==> config.mk <==
export PLATFORM = sky130hd
export DESIGN_NAME = mfr_decoder
export DESIGN_NICKNAME = d
export VERILOG_FILES = /design/src/rtl/mfr_pkg.sv /design/src/rtl/mfr_decoder.sv /design/src/rtl/mfr_pin_sync.sv
export SDC_FILE = /design/constraint.sdc
export NUM_CORES = 1
export LEC_CHECK = 0
export ABC_AREA = 1
export BUFFER_PORTS_ARGS = -buffer_cell sky130_fd_sc_hd__clkbuf_2
export CORE_MARGIN = 8
export CORE_UTILIZATION = 41
export DETAILED_ROUTE_END_ITERATION = 12
export GPL_ROUTABILITY_DRIVEN = 0
export SETUP_SLACK_MARGIN = 0.1
export SLEW_MARGIN = 20
export SYNTH_ARGS = -nofsm -noshare
export SYNTH_HDL_FRONTEND = slang
export SYNTH_SLANG_ARGS = --single-unit
==> constraint.sdc <==
create_clock -name clk_in -period 3.8 [get_ports clk_in]
set_input_delay 0.19 -clock clk_in [delete_from_list [all_inputs] [get_ports clk_in]]
set_output_delay 0.19 -clock clk_in [all_outputs]
set_load 0.02 [all_outputs]
==> src/rtl/mfr_pkg.sv <==
// package for the multi-line fast read decoder: opcodes, phase lengths,
// lane codes, state and command types, decode functions.
// assumes a 24-bit flash address and a byte-wide memory behind the block.
package mfr_pkg;

  // ----------------------------------------
  // opcodes and field constants
  // ----------------------------------------
  localparam logic [7:0] OPC_QOUT = 8'h6B;
  localparam logic [7:0] OPC_DIO = 8'hBB;
  localparam logic [7:0] OPC_QIO = 8'hEB;
  localparam logic [7:0] OPC_WQIO = 8'hE7;
  localparam logic [7:0] OPC_OWQIO = 8'hE3;
  localparam logic [4:0] OPC_BITS = 5'h08;
  localparam logic [4:0] ADDR_BITS = 5'h18;
  localparam logic [4:0] MODE_BITS = 5'h08;
  localparam logic [3:0] CRM_ARM_NIBBLE = 4'hA;
  localparam logic [3:0] DUMMY_QOUT = 4'h8;
  localparam logic [3:0] DUMMY_QIO = 4'h4;
  localparam logic [3:0] DUMMY_WQIO = 4'h2;
  localparam logic [3:0] DUMMY_NONE = 4'h0;
  localparam logic [23:0] MASK_ALL = 24'hFFFFFF;
  localparam logic [23:0] MASK_WORD = 24'hFFFFFE;
  localparam logic [23:0] MASK_OCTWORD = 24'hFFFFF0;
  localparam logic [23:0] ADDR_STEP = 24'h000001;
  localparam logic [4:0] CNT_LAST = 5'h01;
  localparam logic [4:0] CNT_STEP = 5'h01;
  localparam logic [2:0] GRP_STEP = 3'h1;
  localparam logic [2:0] GRP_ZERO = 3'h0;

  // lane codes: log2 of the number of io lines used per clock
  localparam logic [1:0] LANE1 = 2'h0;
  localparam logic [1:0] LANE2 = 2'h1;
  localparam logic [1:0] LANE4 = 2'h2;
  localparam logic [3:0] OE_DUAL = 4'h3;
  localparam logic [3:0] OE_QUAD = 4'hF;
  localparam logic [3:0] OE_NONE = 4'h0;

  // ----------------------------------------
  // types
  // ----------------------------------------
  typedef enum logic [6:0] {
    ST_IDLE = 7'h01,
    ST_OPC = 7'h02,
    ST_ADDR = 7'h04,
    ST_MODE = 7'h08,
    ST_DUMMY = 7'h10,
    ST_DATA = 7'h20,
    ST_SKIP = 7'h40
  } mfr_state_type;

  typedef enum logic [2:0] {
    KIND_NONE = 3'h0,
    KIND_QOUT = 3'h1,
    KIND_DIO = 3'h2,
    KIND_QIO = 3'h3,
    KIND_WQIO = 3'h4,
    KIND_OWQIO = 3'h5
  } mfr_kind_type;

  typedef struct packed {
    logic [1:0] addr_lane;
    logic [1:0] data_lane;
    logic has_mode;
    logic needs_quad;
    logic [3:0] dummy;
    logic [23:0] addr_mask;
  } mfr_cfg_type;

  typedef struct packed {
    logic rd;
    logic [23:0] addr;
  } mfr_mem_req_type;

  // ----------------------------------------
  // decode functions
  // ----------------------------------------
  function automatic mfr_kind_type kind_of(input logic [7:0] opc);
    mfr_kind_type k;
    k = KIND_NONE;
    if (opc == OPC_QOUT) k = KIND_QOUT;
    else if (opc == OPC_DIO) k = KIND_DIO;
    else if (opc == OPC_QIO) k = KIND_QIO;
    else if (opc == OPC_WQIO) k = KIND_WQIO;
    else if (opc == OPC_OWQIO) k = KIND_OWQIO;
    return k;
  endfunction

  function automatic mfr_cfg_type cfg_of(input mfr_kind_type k);
    mfr_cfg_type c;
    c = '{LANE4, LANE4, 1'b1, 1'b1, DUMMY_QIO, MASK_ALL};
    case (k)
      KIND_QOUT: c = '{LANE1, LANE4, 1'b0, 1'b1, DUMMY_QOUT, MASK_ALL};
      KIND_DIO: c = '{LANE2, LANE2, 1'b1, 1'b0, DUMMY_NONE, MASK_ALL};
      KIND_WQIO: c = '{LANE4, LANE4, 1'b1, 1'b1, DUMMY_WQIO, MASK_WORD};
      KIND_OWQIO: c = '{LANE4, LANE4, 1'b1, 1'b1, DUMMY_NONE, MASK_OCTWORD};
      default: c = '{LANE4, LANE4, 1'b1, 1'b1, DUMMY_QIO, MASK_ALL};
    endcase
    return c;
  endfunction

  // clocks needed to carry a field of the given width on the given lanes
  function automatic logic [4:0] clocks_of(input logic [4:0] bits, input logic [1:0] lane);
    return bits >> lane;
  endfunction

  // shift in the lanes in use, highest line holding the more significant bit
  function automatic logic [23:0] shift_in(input logic [23:0] sh, input logic [3:0] io,
                                           input logic [1:0] lane);
    logic [23:0] r;
    r = {sh[22:0], io[0]};
    case (lane)
      LANE2: r = {sh[21:0], io[1:0]};
      LANE4: r = {sh[19:0], io[3:0]};
      default: r = {sh[22:0], io[0]};
    endcase
    return r;
  endfunction

  // number of output groups in one byte minus one
  function automatic logic [2:0] last_grp(input logic [1:0] lane);
    return 3'h7 >> lane;
  endfunction

endpackage

==> src/rtl/mfr_decoder.sv <==
// multi-line fast read front end: opcode, address, mode, dummy and data
// phases for the quad output, dual i/o and quad i/o read families.
// assumes a byte memory on clk_in answering within two cycles of a read
// strobe, and a serial clock far slower than clk_in (sampled, not clocked).
`timescale 1ns/100ps
`default_nettype none

// Functional notes
// - opcode 6Bh returns data four bits per clock on all four io lines.
// - quad output read accepted only while quad_io_enable is one.
// - 6Bh: opcode, 24-bit address, eight ignored dummy clocks, then data.
// - BBh takes the address two bits per clock, returns data on two lines.
// - dual/quad i/o reads carry an 8-bit mode field after the address.
// - only the upper mode nibble decides opcode skipping; lower is ignored.
// - mode Ax on BBh: next select cycle starts directly with the address.
// - any other mode value: next select cycle expects an opcode again.
// - EBh uses four lines after the opcode with four dummy clocks before data.
// - quad i/o read runs only while quad_io_enable is set.
// - mode Ax on EBh: next read skips the opcode.
// - E7h needs address bit zero clear and two dummy clocks.
// - word quad read runs only while quad_io_enable is set.
// - mode Ax on E7h: next read skips the opcode.
// - E3h needs low four address bits clear, data right after mode.
// - octal word quad read runs only while quad_io_enable is set.
// - mode Ax on E3h: next read skips the opcode.
// - address steps up after each byte so data streams on.
// - reads arriving while busy are ignored and leave that cycle alone.
module mfr_decoder (
  input wire logic clk_in,
  input wire logic nrst_in,
  input wire logic ce_in,
  input wire logic sclk_in,
  input wire logic select_bar_in,
  input wire logic [3:0] serial_io_lines_in,
  input wire logic quad_io_enable_in,
  input wire logic busy_in,
  input wire logic [7:0] mem_data_in,
  output logic [3:0] serial_io_lines_out,
  output logic [3:0] serial_io_lines_oe_out,
  output mfr_pkg::mfr_mem_req_type mem_req_out,
  output logic execute_in_place_out
);

  // ----------------------------------------
  // pin synchronisation
  // ----------------------------------------
  logic [5:0] pin_lvl;
  logic [5:0] pin_rise;
  logic [5:0] pin_fall;

  // io, select and serial clock all share one sync depth so they stay aligned
  mfr_pin_sync #(
    .WIDTH(6)
  ) u_sync (
    .clk_in(clk_in),
    .nrst_in(nrst_in),
    .ce_in(ce_in),
    .pin_in({sclk_in, select_bar_in, serial_io_lines_in}),
    .rst_val_in(6'h3F),
    .lvl_out(pin_lvl),
    .rise_out(pin_rise),
    .fall_out(pin_fall)
  );

  wire logic [3:0] io_s = pin_lvl[3:0];
  wire logic sel_high = pin_lvl[4];
  wire logic sel_fall = pin_fall[4];
  wire logic sck_rise = pin_rise[5] & ~pin_lvl[4];
  wire logic sck_fall = pin_fall[5] & ~pin_lvl[4];

  // ----------------------------------------
  // registers
  // ----------------------------------------
  mfr_pkg::mfr_state_type st_q, st_d;
  mfr_pkg::mfr_kind_type kind_q, kind_d;
  mfr_pkg::mfr_kind_type crm_kind_q, crm_kind_d;
  logic crm_q, crm_d;
  logic [4:0] cnt_q, cnt_d;
  logic [23:0] sh_q, sh_d;
  logic [7:0] byte_q, byte_d;
  logic [2:0] grp_q, grp_d;
  logic [3:0] io_q, io_d;
  logic [3:0] oe_q, oe_d;
  mfr_pkg::mfr_mem_req_type mem_q, mem_d;

  // ----------------------------------------
  // decoding
  // ----------------------------------------
  mfr_pkg::mfr_cfg_type cfg;
  mfr_pkg::mfr_cfg_type crm_cfg;
  mfr_pkg::mfr_kind_type opc_kind;
  mfr_pkg::mfr_cfg_type opc_cfg;
  logic [23:0] sh_next;
  logic [7:0] opc_byte;
  logic cnt_last;
  logic opc_refused;
  logic crm_refused;
  logic [7:0] out_byte;
  logic grp_last;

  assign cfg = mfr_pkg::cfg_of(kind_q);
  assign crm_cfg = mfr_pkg::cfg_of(crm_kind_q);
  // lanes depend on the phase: opcode is single line, mode rides address lanes
  assign sh_next = mfr_pkg::shift_in(sh_q, io_s,
                                     (st_q == mfr_pkg::ST_OPC) ? mfr_pkg::LANE1 : cfg.addr_lane);
  assign opc_byte = sh_next[7:0];
  assign opc_kind = mfr_pkg::kind_of(opc_byte);
  assign opc_cfg = mfr_pkg::cfg_of(opc_kind);
  assign cnt_last = (cnt_q == mfr_pkg::CNT_LAST);
  // unsupported, busy, or quad without enable: drop the whole frame
  assign opc_refused = (opc_kind == mfr_pkg::KIND_NONE) || busy_in
                       || (opc_cfg.needs_quad && !quad_io_enable_in);
  assign crm_refused = busy_in
                       || (crm_cfg.needs_quad && !quad_io_enable_in);
  // a fresh byte is taken from memory at the first group of each byte
  assign out_byte = (grp_q == mfr_pkg::GRP_ZERO) ? mem_data_in : byte_q;
  assign grp_last = (grp_q == mfr_pkg::last_grp(cfg.data_lane));

  // ----------------------------------------
  // next-state logic
  // ----------------------------------------
  // one sampled serial edge at most per cycle; select high overrides all
  always_comb begin
    st_d = st_q;
    kind_d = kind_q;
    crm_kind_d = crm_kind_q;
    crm_d = crm_q;
    cnt_d = cnt_q;
    sh_d = sh_q;
    byte_d = byte_q;
    grp_d = grp_q;
    io_d = io_q;
    oe_d = oe_q;
    mem_d = mem_q;
    mem_d.rd = 1'b0;
    if (sel_high) begin
      st_d = mfr_pkg::ST_IDLE;
      oe_d = mfr_pkg::OE_NONE;
    end else if (sel_fall) begin
      sh_d = '0;
      if (crm_q) begin
        // continuous mode: the frame opens straight into the address
        kind_d = crm_kind_q;
        cnt_d = mfr_pkg::clocks_of(mfr_pkg::ADDR_BITS, crm_cfg.addr_lane);
        st_d = crm_refused ? mfr_pkg::ST_SKIP : mfr_pkg::ST_ADDR;
      end else begin
        cnt_d = mfr_pkg::OPC_BITS;
        st_d = mfr_pkg::ST_OPC;
      end
    end else if (sck_rise) begin
      case (st_q)
        mfr_pkg::ST_OPC: begin
          sh_d = sh_next;
          cnt_d = cnt_q - mfr_pkg::CNT_STEP;
          if (cnt_last) begin
            kind_d = opc_kind;
            sh_d = '0;
            cnt_d = mfr_pkg::clocks_of(mfr_pkg::ADDR_BITS, opc_cfg.addr_lane);
            st_d = opc_refused ? mfr_pkg::ST_SKIP : mfr_pkg::ST_ADDR;
          end
        end
        mfr_pkg::ST_ADDR: begin
          sh_d = sh_next;
          cnt_d = cnt_q - mfr_pkg::CNT_STEP;
          if (cnt_last) begin
            // low address bits are forced clear for the word forms
            mem_d.addr = sh_next & cfg.addr_mask;
            if (cfg.has_mode) begin
              cnt_d = mfr_pkg::clocks_of(mfr_pkg::MODE_BITS, cfg.addr_lane);
              st_d = mfr_pkg::ST_MODE;
            end else begin
              cnt_d = {1'b0, cfg.dummy};
              st_d = mfr_pkg::ST_DUMMY;
            end
          end
        end
        mfr_pkg::ST_MODE: begin
          sh_d = sh_next;
          cnt_d = cnt_q - mfr_pkg::CNT_STEP;
          if (cnt_last) begin
            // only the upper nibble counts; the lower one is don't care
            crm_d = (sh_next[7:4] == mfr_pkg::CRM_ARM_NIBBLE);
            crm_kind_d = kind_q;
            cnt_d = {1'b0, cfg.dummy};
            if (cfg.dummy == mfr_pkg::DUMMY_NONE) begin
              st_d = mfr_pkg::ST_DATA;
              mem_d.rd = 1'b1;
              grp_d = mfr_pkg::GRP_ZERO;
            end else begin
              st_d = mfr_pkg::ST_DUMMY;
            end
          end
        end
        mfr_pkg::ST_DUMMY: begin
          // io inputs are ignored; only the clocks are counted
          cnt_d = cnt_q - mfr_pkg::CNT_STEP;
          if (cnt_last) begin
            st_d = mfr_pkg::ST_DATA;
            mem_d.rd = 1'b1;
            grp_d = mfr_pkg::GRP_ZERO;
          end
        end
        default: begin
          st_d = st_q;
        end
      endcase
    end else if (sck_fall && (st_q == mfr_pkg::ST_DATA)) begin
      // drive on the falling edge, top bits of the byte first
      if (cfg.data_lane == mfr_pkg::LANE2) begin
        io_d = {2'b00, out_byte[7:6]};
        oe_d = mfr_pkg::OE_DUAL;
        byte_d = {out_byte[5:0], 2'b00};
      end else begin
        io_d = out_byte[7:4];
        oe_d = mfr_pkg::OE_QUAD;
        byte_d = {out_byte[3:0], 4'h0};
      end
      grp_d = grp_q + mfr_pkg::GRP_STEP;
      if (grp_last) begin
        // prefetch the next byte so it is ready at the next group zero
        grp_d = mfr_pkg::GRP_ZERO;
        mem_d.addr = mem_q.addr + mfr_pkg::ADDR_STEP;
        mem_d.rd = 1'b1;
      end
    end
  end

  // ----------------------------------------
  // state registers
  // ----------------------------------------
  // every output is one of these flops; clock enable low holds them all
  always_ff @(posedge clk_in or negedge nrst_in) begin
    if (!nrst_in) begin
      st_q <= mfr_pkg::ST_IDLE;
      kind_q <= mfr_pkg::KIND_NONE;
      crm_kind_q <= mfr_pkg::KIND_NONE;
      crm_q <= 1'b0;
      cnt_q <= '0;
      sh_q <= '0;
      byte_q <= '0;
      grp_q <= '0;
      io_q <= '0;
      oe_q <= mfr_pkg::OE_NONE;
      mem_q <= '0;
    end else if (ce_in) begin
      st_q <= st_d;
      kind_q <= kind_d;
      crm_kind_q <= crm_kind_d;
      crm_q <= crm_d;
      cnt_q <= cnt_d;
      sh_q <= sh_d;
      byte_q <= byte_d;
      grp_q <= grp_d;
      io_q <= io_d;
      oe_q <= oe_d;
      mem_q <= mem_d;
    end
  end

  // ----------------------------------------
  // outputs
  // ----------------------------------------
  assign serial_io_lines_out = io_q;
  assign serial_io_lines_oe_out = oe_q;
  assign mem_req_out = mem_q;
  assign execute_in_place_out = crm_q;

endmodule // mfr_decoder
`default_nettype wire

==> src/rtl/mfr_pin_sync.sv <==
// two-flop synchroniser with edge detection for the serial pins.
// assumes pins are asynchronous to clk_in; edges come from the second stage.
`timescale 1ns/100ps
`default_nettype none

module mfr_pin_sync #(
  parameter int WIDTH = 6
) (
  input wire logic clk_in,
  input wire logic nrst_in,
  input wire logic ce_in,
  input wire logic [WIDTH-1:0] pin_in,
  input wire logic [WIDTH-1:0] rst_val_in,
  output logic [WIDTH-1:0] lvl_out,
  output logic [WIDTH-1:0] rise_out,
  output logic [WIDTH-1:0] fall_out
);

  logic [WIDTH-1:0] meta_q;
  logic [WIDTH-1:0] sync_q;
  logic [WIDTH-1:0] prev_q;

  // ----------------------------------------
  // synchroniser chain
  // ----------------------------------------
  // reset value is all ones so a select held high looks idle at release
  always_ff @(posedge clk_in or negedge nrst_in) begin
    if (!nrst_in) begin
      meta_q <= '1;
      sync_q <= '1;
      prev_q <= '1;
    end else if (ce_in) begin
      meta_q <= pin_in;
      sync_q <= meta_q;
      prev_q <= sync_q;
    end
  end

  // edges only from stage two onward, never from the first flop
  assign lvl_out = sync_q;
  assign rise_out = sync_q & ~prev_q;
  assign fall_out = ~sync_q & prev_q;

endmodule // mfr_pin_sync
`default_nettype wire

* Word level (Yosys, flattened, before mapping)
Cells that the tools add are included.
** Word-level totals
- Output and inout bits :: 34
- Logic and storage cells :: 169
- Flip-flop bits (word level) :: 104
- Bits of input ports :: 19
** Cells by class
- Reduce and logical (&&, ||, !) cells :: 30
- Bitwise operators :: 10
- Shift-type cells :: 4
- Equality and inequality tests :: 41
- $add $sub $neg :: 3
- Muxes and demuxes :: 66
** Operators by type and width (count)
- $pmux 34 s4 :: 3
- $mux 25 :: 5
- $mux 7 :: 10
- $mux 23 :: 3
- $mux 24 :: 2
- $mux 3 :: 16
- $pmux 24 s2 :: 1
- $pmux 23 s2 :: 1
- $mux 5 :: 8
- $eq 8x8->1 const B :: 4
- $pmux 7 s4 :: 1
- $add 24x1->24 const B :: 1
- $and 24x24->24 :: 1
- $mux 4 :: 6
- $pmux 5 s4 :: 1
- $eq 3x3->1 const B :: 6
- $mux 8 :: 2
- $ne 4x3->1 const B :: 4
- $reduce_and 7->1 :: 2
- $and 6x6->6 :: 2
- $not 6->6 :: 2
- $reduce_and 4->1 :: 3
- $reduce_and 6->1 :: 2
- $reduce_bool 2->1 :: 6
- 39 further kinds :: 62

* Depth between registers and ports, before layout
- Word-level depth :: 21
- Depth in mapped cells :: 22
- Mapped depth without buffers :: 20

* Modules after synthesis
Synthesis repeated with hierarchy kept, for this count alone.
** Unflattened totals
- Cells, all modules :: 932
- Area, all modules :: 6582.6 sq um
** Modules (own cells, without submodules)
- mfr_decoder :: seq. area each 2053.2 sq um, instances 1, area each 5759.3 sq um, cells an instance 832
- mfr_pin_sync :: seq. area each 473.0 sq um, instances 1, area each 823.3 sq um, cells an instance 100

* Worst setup path after synthesis
No wires, ideal clock.
- Path kind :: register to register
- From :: register kind_q[2]
- To :: register cnt_q[2]
- Buffers on the path :: 3
- Data required time :: 3.674 ns
- Stages on the path, launching flop included :: 21
- Clock period less this slack :: 2.826 ns
- Path slack :: 0.974 ns
- Arrival :: 2.700 ns
- Setup time :: 0.126 ns
- Path through :: dfrtp_1 inv_2 nand3_2 clkbuf_1 nor2_1 ha_1 buf_6 inv_2 buf_6 or2_1 nand2_2 inv_2 nand2_2 nor2_4 nand2_4 nand2_1 ha_1 nand2_1 a21oi_1 o21ai_0 a21oi_1
** Between the ends
- Cells in the longest elaborated chain, start to end :: 18
- Elaborated cells between the ends (all ways) :: 33
- Those cells by class :: eq/ne (15); shift (2); mux (16)
** Ends and longest elaborated chain
- from (decl) :: RTL line mfr_decoder.sv:75 : mfr_pkg::mfr_kind_type kind_q, kind_d;
- from (signal assigned) :: RTL line mfr_decoder.sv:235 : kind_q <= mfr_pkg::KIND_NONE;
- from (signal assigned) :: RTL line mfr_decoder.sv:247 : kind_q <= kind_d;
- $eq 3x3->1 (tied with other cells) :: RTL line mfr_pkg.sv:92 : case (k)
- $pmux 34 s4 (*) :: RTL line mfr_pkg.sv:92
- $mux 2 :: RTL line mfr_decoder.sv:105 : (st_q == mfr_pkg::ST_OPC) ? mfr_pkg::LANE1 : cfg.addr_lane);
- $eq 2x2->1 or $eq 2x1->1 (tied branches) :: RTL line mfr_pkg.sv:112 : case (lane)
- $pmux 24 s2 :: RTL line mfr_pkg.sv:112
- $eq 8x8->1 :: RTL line mfr_pkg.sv:85 : else if (opc == OPC_OWQIO) k = KIND_OWQIO;
- $mux 3 :: RTL line mfr_pkg.sv:85
- $mux 3 :: RTL line mfr_pkg.sv:84 : else if (opc == OPC_WQIO) k = KIND_WQIO;
- [2 not listed]
- $mux 3 :: RTL line mfr_pkg.sv:81 : if (opc == OPC_QOUT) k = KIND_QOUT;
- $eq 3x3->1 (tied with other cells) :: RTL line mfr_pkg.sv:92
- $pmux 34 s4 :: RTL line mfr_pkg.sv:92
- $shr 5x2->5 :: RTL line mfr_pkg.sv:104 : return bits >> lane;
- $mux 5 :: RTL line mfr_decoder.sv:155 : if (cnt_last) begin
- $pmux 5 s4 (*) :: RTL line mfr_decoder.sv:151 : case (st_q)
- $mux 5 (*) :: RTL line mfr_decoder.sv:150 : end else if (sck_rise) begin
- $mux 5 (*) :: RTL line mfr_decoder.sv:139 : end else if (sel_fall) begin
- to (signal assigned) :: RTL line mfr_decoder.sv:250 : cnt_q <= cnt_d;
- to (decl) :: RTL line mfr_decoder.sv:78 : logic [4:0] cnt_q, cnt_d;
Mark *: on every way between the ends. The rest lies on a longest branch, timed or not. The select of a mux whose other input is x is not followed.
A chain may end at the register's enable or synchronous reset.

* Final worst setup path
Ends and elaborated chain as after synthesis.

==> results.toml <==
[run]
maxCapViolCount = 0

[clocking]
worstSkewPairLatency_ps = 360
post_cts_buffers = 0
ctsHoldBuffers = 1
cts_made_buffers = 9
cts.clk_slew.worst_paths_ps = 70
htree_levels = 3
cts_root_buf = "clkbuf_16"
cts_tree = "done"
cts_sinks = 96
clk_path_buf_depth = 2
cts_resized = 0

[global_routing]
antenna_found_initial = 0
grt_max_degree = 59
grt_usage = 0.178
grt_pass1_wl_um = 28300
use_met2 = 0.296
grt_pass1_vias = 5465
gr-total-overflow = 0
grt-busiest-layer = "met2"
use_met3 = 0.0404
gr-usage-met1 = 0.223

[yosys]
synth_edf_count = 0
syn_inst = 837
ys_async_sr_fraction = 1.00
netlist_area_sq_um = 6240
synth_top_area_share = 0.325
synth_area_leader_cell = "dfrtp_1"
synth-main-ff-cell = "dfrtp_1"
ys_warn_count = 0
synth_seq_cells = 96
synth.top_cells.by_count = "nand2_1 (220), dfrtp_1 (81), inv_1 (77), o21ai_0 (77), nor2_1 (74)"
synthTopCellsByArea = "dfrtp_1 (32%), nand2_1 (13%), dfstp_2 (6.3%)"
yosysUniqueCellTypes = 56
yosysMostFrequentCell = "nand2_1"
synth.net_count = 865
seq_area_frac_synth = 0.388
syn_avg_cell_area_sq_um = 7.46

[power_and_ir_drop]
powerDensity_nw_per_um2 = 683
vdd_drop_max_mv = 0.262
p_leak_nw = 3.35

[route]
wl_um = 17000
routed-via-count = 5778
drc = 0
dr.pass1.iters = 6
drt-initial-drc-count = 357
postRouteAntennaNets = 0
vias_per_cell = 5.42
routedWlPerCell_um = 15.9

[die]
die_w_um = 139
fp.dieArea_sq_um = 19400
io_pins = 53
coreArea_sq_um = 15000
initial_core_util = 0.415
rows = 45
die_h_um = 139

[timing]
period_minus_slack_ps = 3250
setup_viol = 0
fmax_mhz = 308
tightest_slew_ps = 807
hold_viol = 0
slew_violations = 0
skew_ps = 8.72
fin_tns_setup_ps = 0
period_share = 0.855
relSlewSlack = 0.461
rsz0062_at_grt = "no"

[finish]
antenna_cells = 0
syn_to_final_growth_pct = 11.3
fillers = 1537
final_cell_count_no_fill = 1067
nets = 902
final_layout_size_suffix_gt1_frac = 0.179

[worst_setup_path]
crit_required_ps = 4040
crit_cells = 18
crit_type = "flip-flop to flip-flop"
critical_path.max_stage_delay_ps = 700
critPathTopFamily = "simple AND/OR/NAND/NOR gates"
slowest_stage = "ha_1"
regToRegSetupSlack_ps = 550
cp_num_buf_inv = 2
end_kind = "flip-flop"
reg2reg_depth = 18
critPathArrivalTime_ps = 3490
cpMostUsedCell = "nand2_1"
setup.worst_path.start_class = "flip-flop"
cp_max_fo = 23
cp_cell_sequence = "inv_2, nand3_2, nand2_1, nor2_1, ha_1, nand2_1, nand3_1, nand2_2, nor2_1, inv_2, nor2_4, nand2_4, nand2_1, ha_1, nand2_1, a21oi_1, o21ai_0, a21oi_1"

[hold_path]
whs_path_depth = 3
hold_class = "input port to flip-flop"

[placed_design]
port_buffers = 52
hpwlAfterDp_um = 12300
place_inst = 1049

[status]
status = "complete, no violations"
==> flip-flops by register name (all words and copies together) (netlist names) <==
signal,count
serial_io_lines_oe_out,2
byte_q,6
crm_kind_q,3
st_q,7
serial_io_lines_out,4
u_sync.meta_q,6
kind_q,3
sh_q,23
execute_in_place_out,1
u_sync.prev_q,2
grp_q,3
cnt_q,5
u_sync.lvl_out,6
mem_req_out,25
==> power breakdown <==
part           total (W)  leakage, nW  internal (W)  switching (W)
logic            0.00205         2.00      0.000700        0.00135
registers        0.00170         1.19       0.00135       0.000354
clock network   0.000993        0.158      0.000591       0.000402
==> final cells by class <==
cell class,count,area [sq um],area share
tap,188,235,0.0339
sequential,96,2420,0.349
clock inverter,6,82.6,0.0119
inverter,92,348,0.0501
multi-input combinational,614,3270,0.470
timing repair buffer,61,353,0.0508
clock buffer,10,239,0.0344
==> worst paths after layout <==
path | startpoint | to
min in group asynchronous | nrst_in | sh_q[18]
worst max register to register | kind_q[2] | cnt_q[2]
worst min-delay path | select_bar_in | u_sync.meta_q[4]
worst max-delay path | kind_q[2] | cnt_q[2]
worst min register to register | u_sync.meta_q[0] | u_sync.meta_q[0]
max in group asynchronous | nrst_in | serial_io_lines_oe_out[2]
==> metal layers <==
metal  share of wire  wire length [um]
met2            0.48              8220
met5               0                 0
met3           0.045               758
met4           0.023               386
met1            0.45              7630
==> worst reg2reg max path, cell delays in order (launching register included) <==
cell and delay [ps]:
dfrtp_1 390, inv_2 80, nand3_2 240, nand2_1 110, nor2_1 180, ha_1 700
nand2_1 120, nand3_1 120, nand2_2 100, nor2_1 180, inv_2 60, nor2_4 110
nand2_4 70, nand2_1 90, ha_1 230, nand2_1 60, a21oi_1 60, o21ai_0 160
a21oi_1 80
==> cells by family (layout without fill, tap and decap cells) <==
logic type,count (synthesis),count (layout),share of synthesized area
AOI/OAI and AO/OA,177,177,0.182
xor gates and xnor gates,6,6,0.00842
adders and majority gates,9,9,0.0180
buffers and inverters,127,169,0.0884
DFF,96,96,0.388
muxes,4,4,0.00642
and+or+nand+nor,418,418,0.309
==> placed cells by master, fill, tap and decap left out, drive strengths merged, types with 15 or more instances in the layout <==
cell type and instances:
inv 92, o21ai 91, clkbuf 61, a21oi 17, dfstp 15, nand2 234
o31ai 22, nand3 53, nor2 96, a221o 15, dfrtp 81
==> metrics by stage <==
stage	instance area [sq um]	hold WS [ps]	total power, W	setup WS (ps)	utilization
2_1_floorplan	6240	-106	0.00320	974	-
3_3_place_gp	6590	287	0.00373	620	0.438
3_5_place_dp	6590	284	0.00375	561	0.438
4_1_cts	6920	7.77	0.00477	564	0.460
5_1_grt	6950	20.8	0.00511	176	0.462
6_report	6950	15.8	0.00474	550	0.462
No activity file was read; power rests on OpenSTA's default activity.
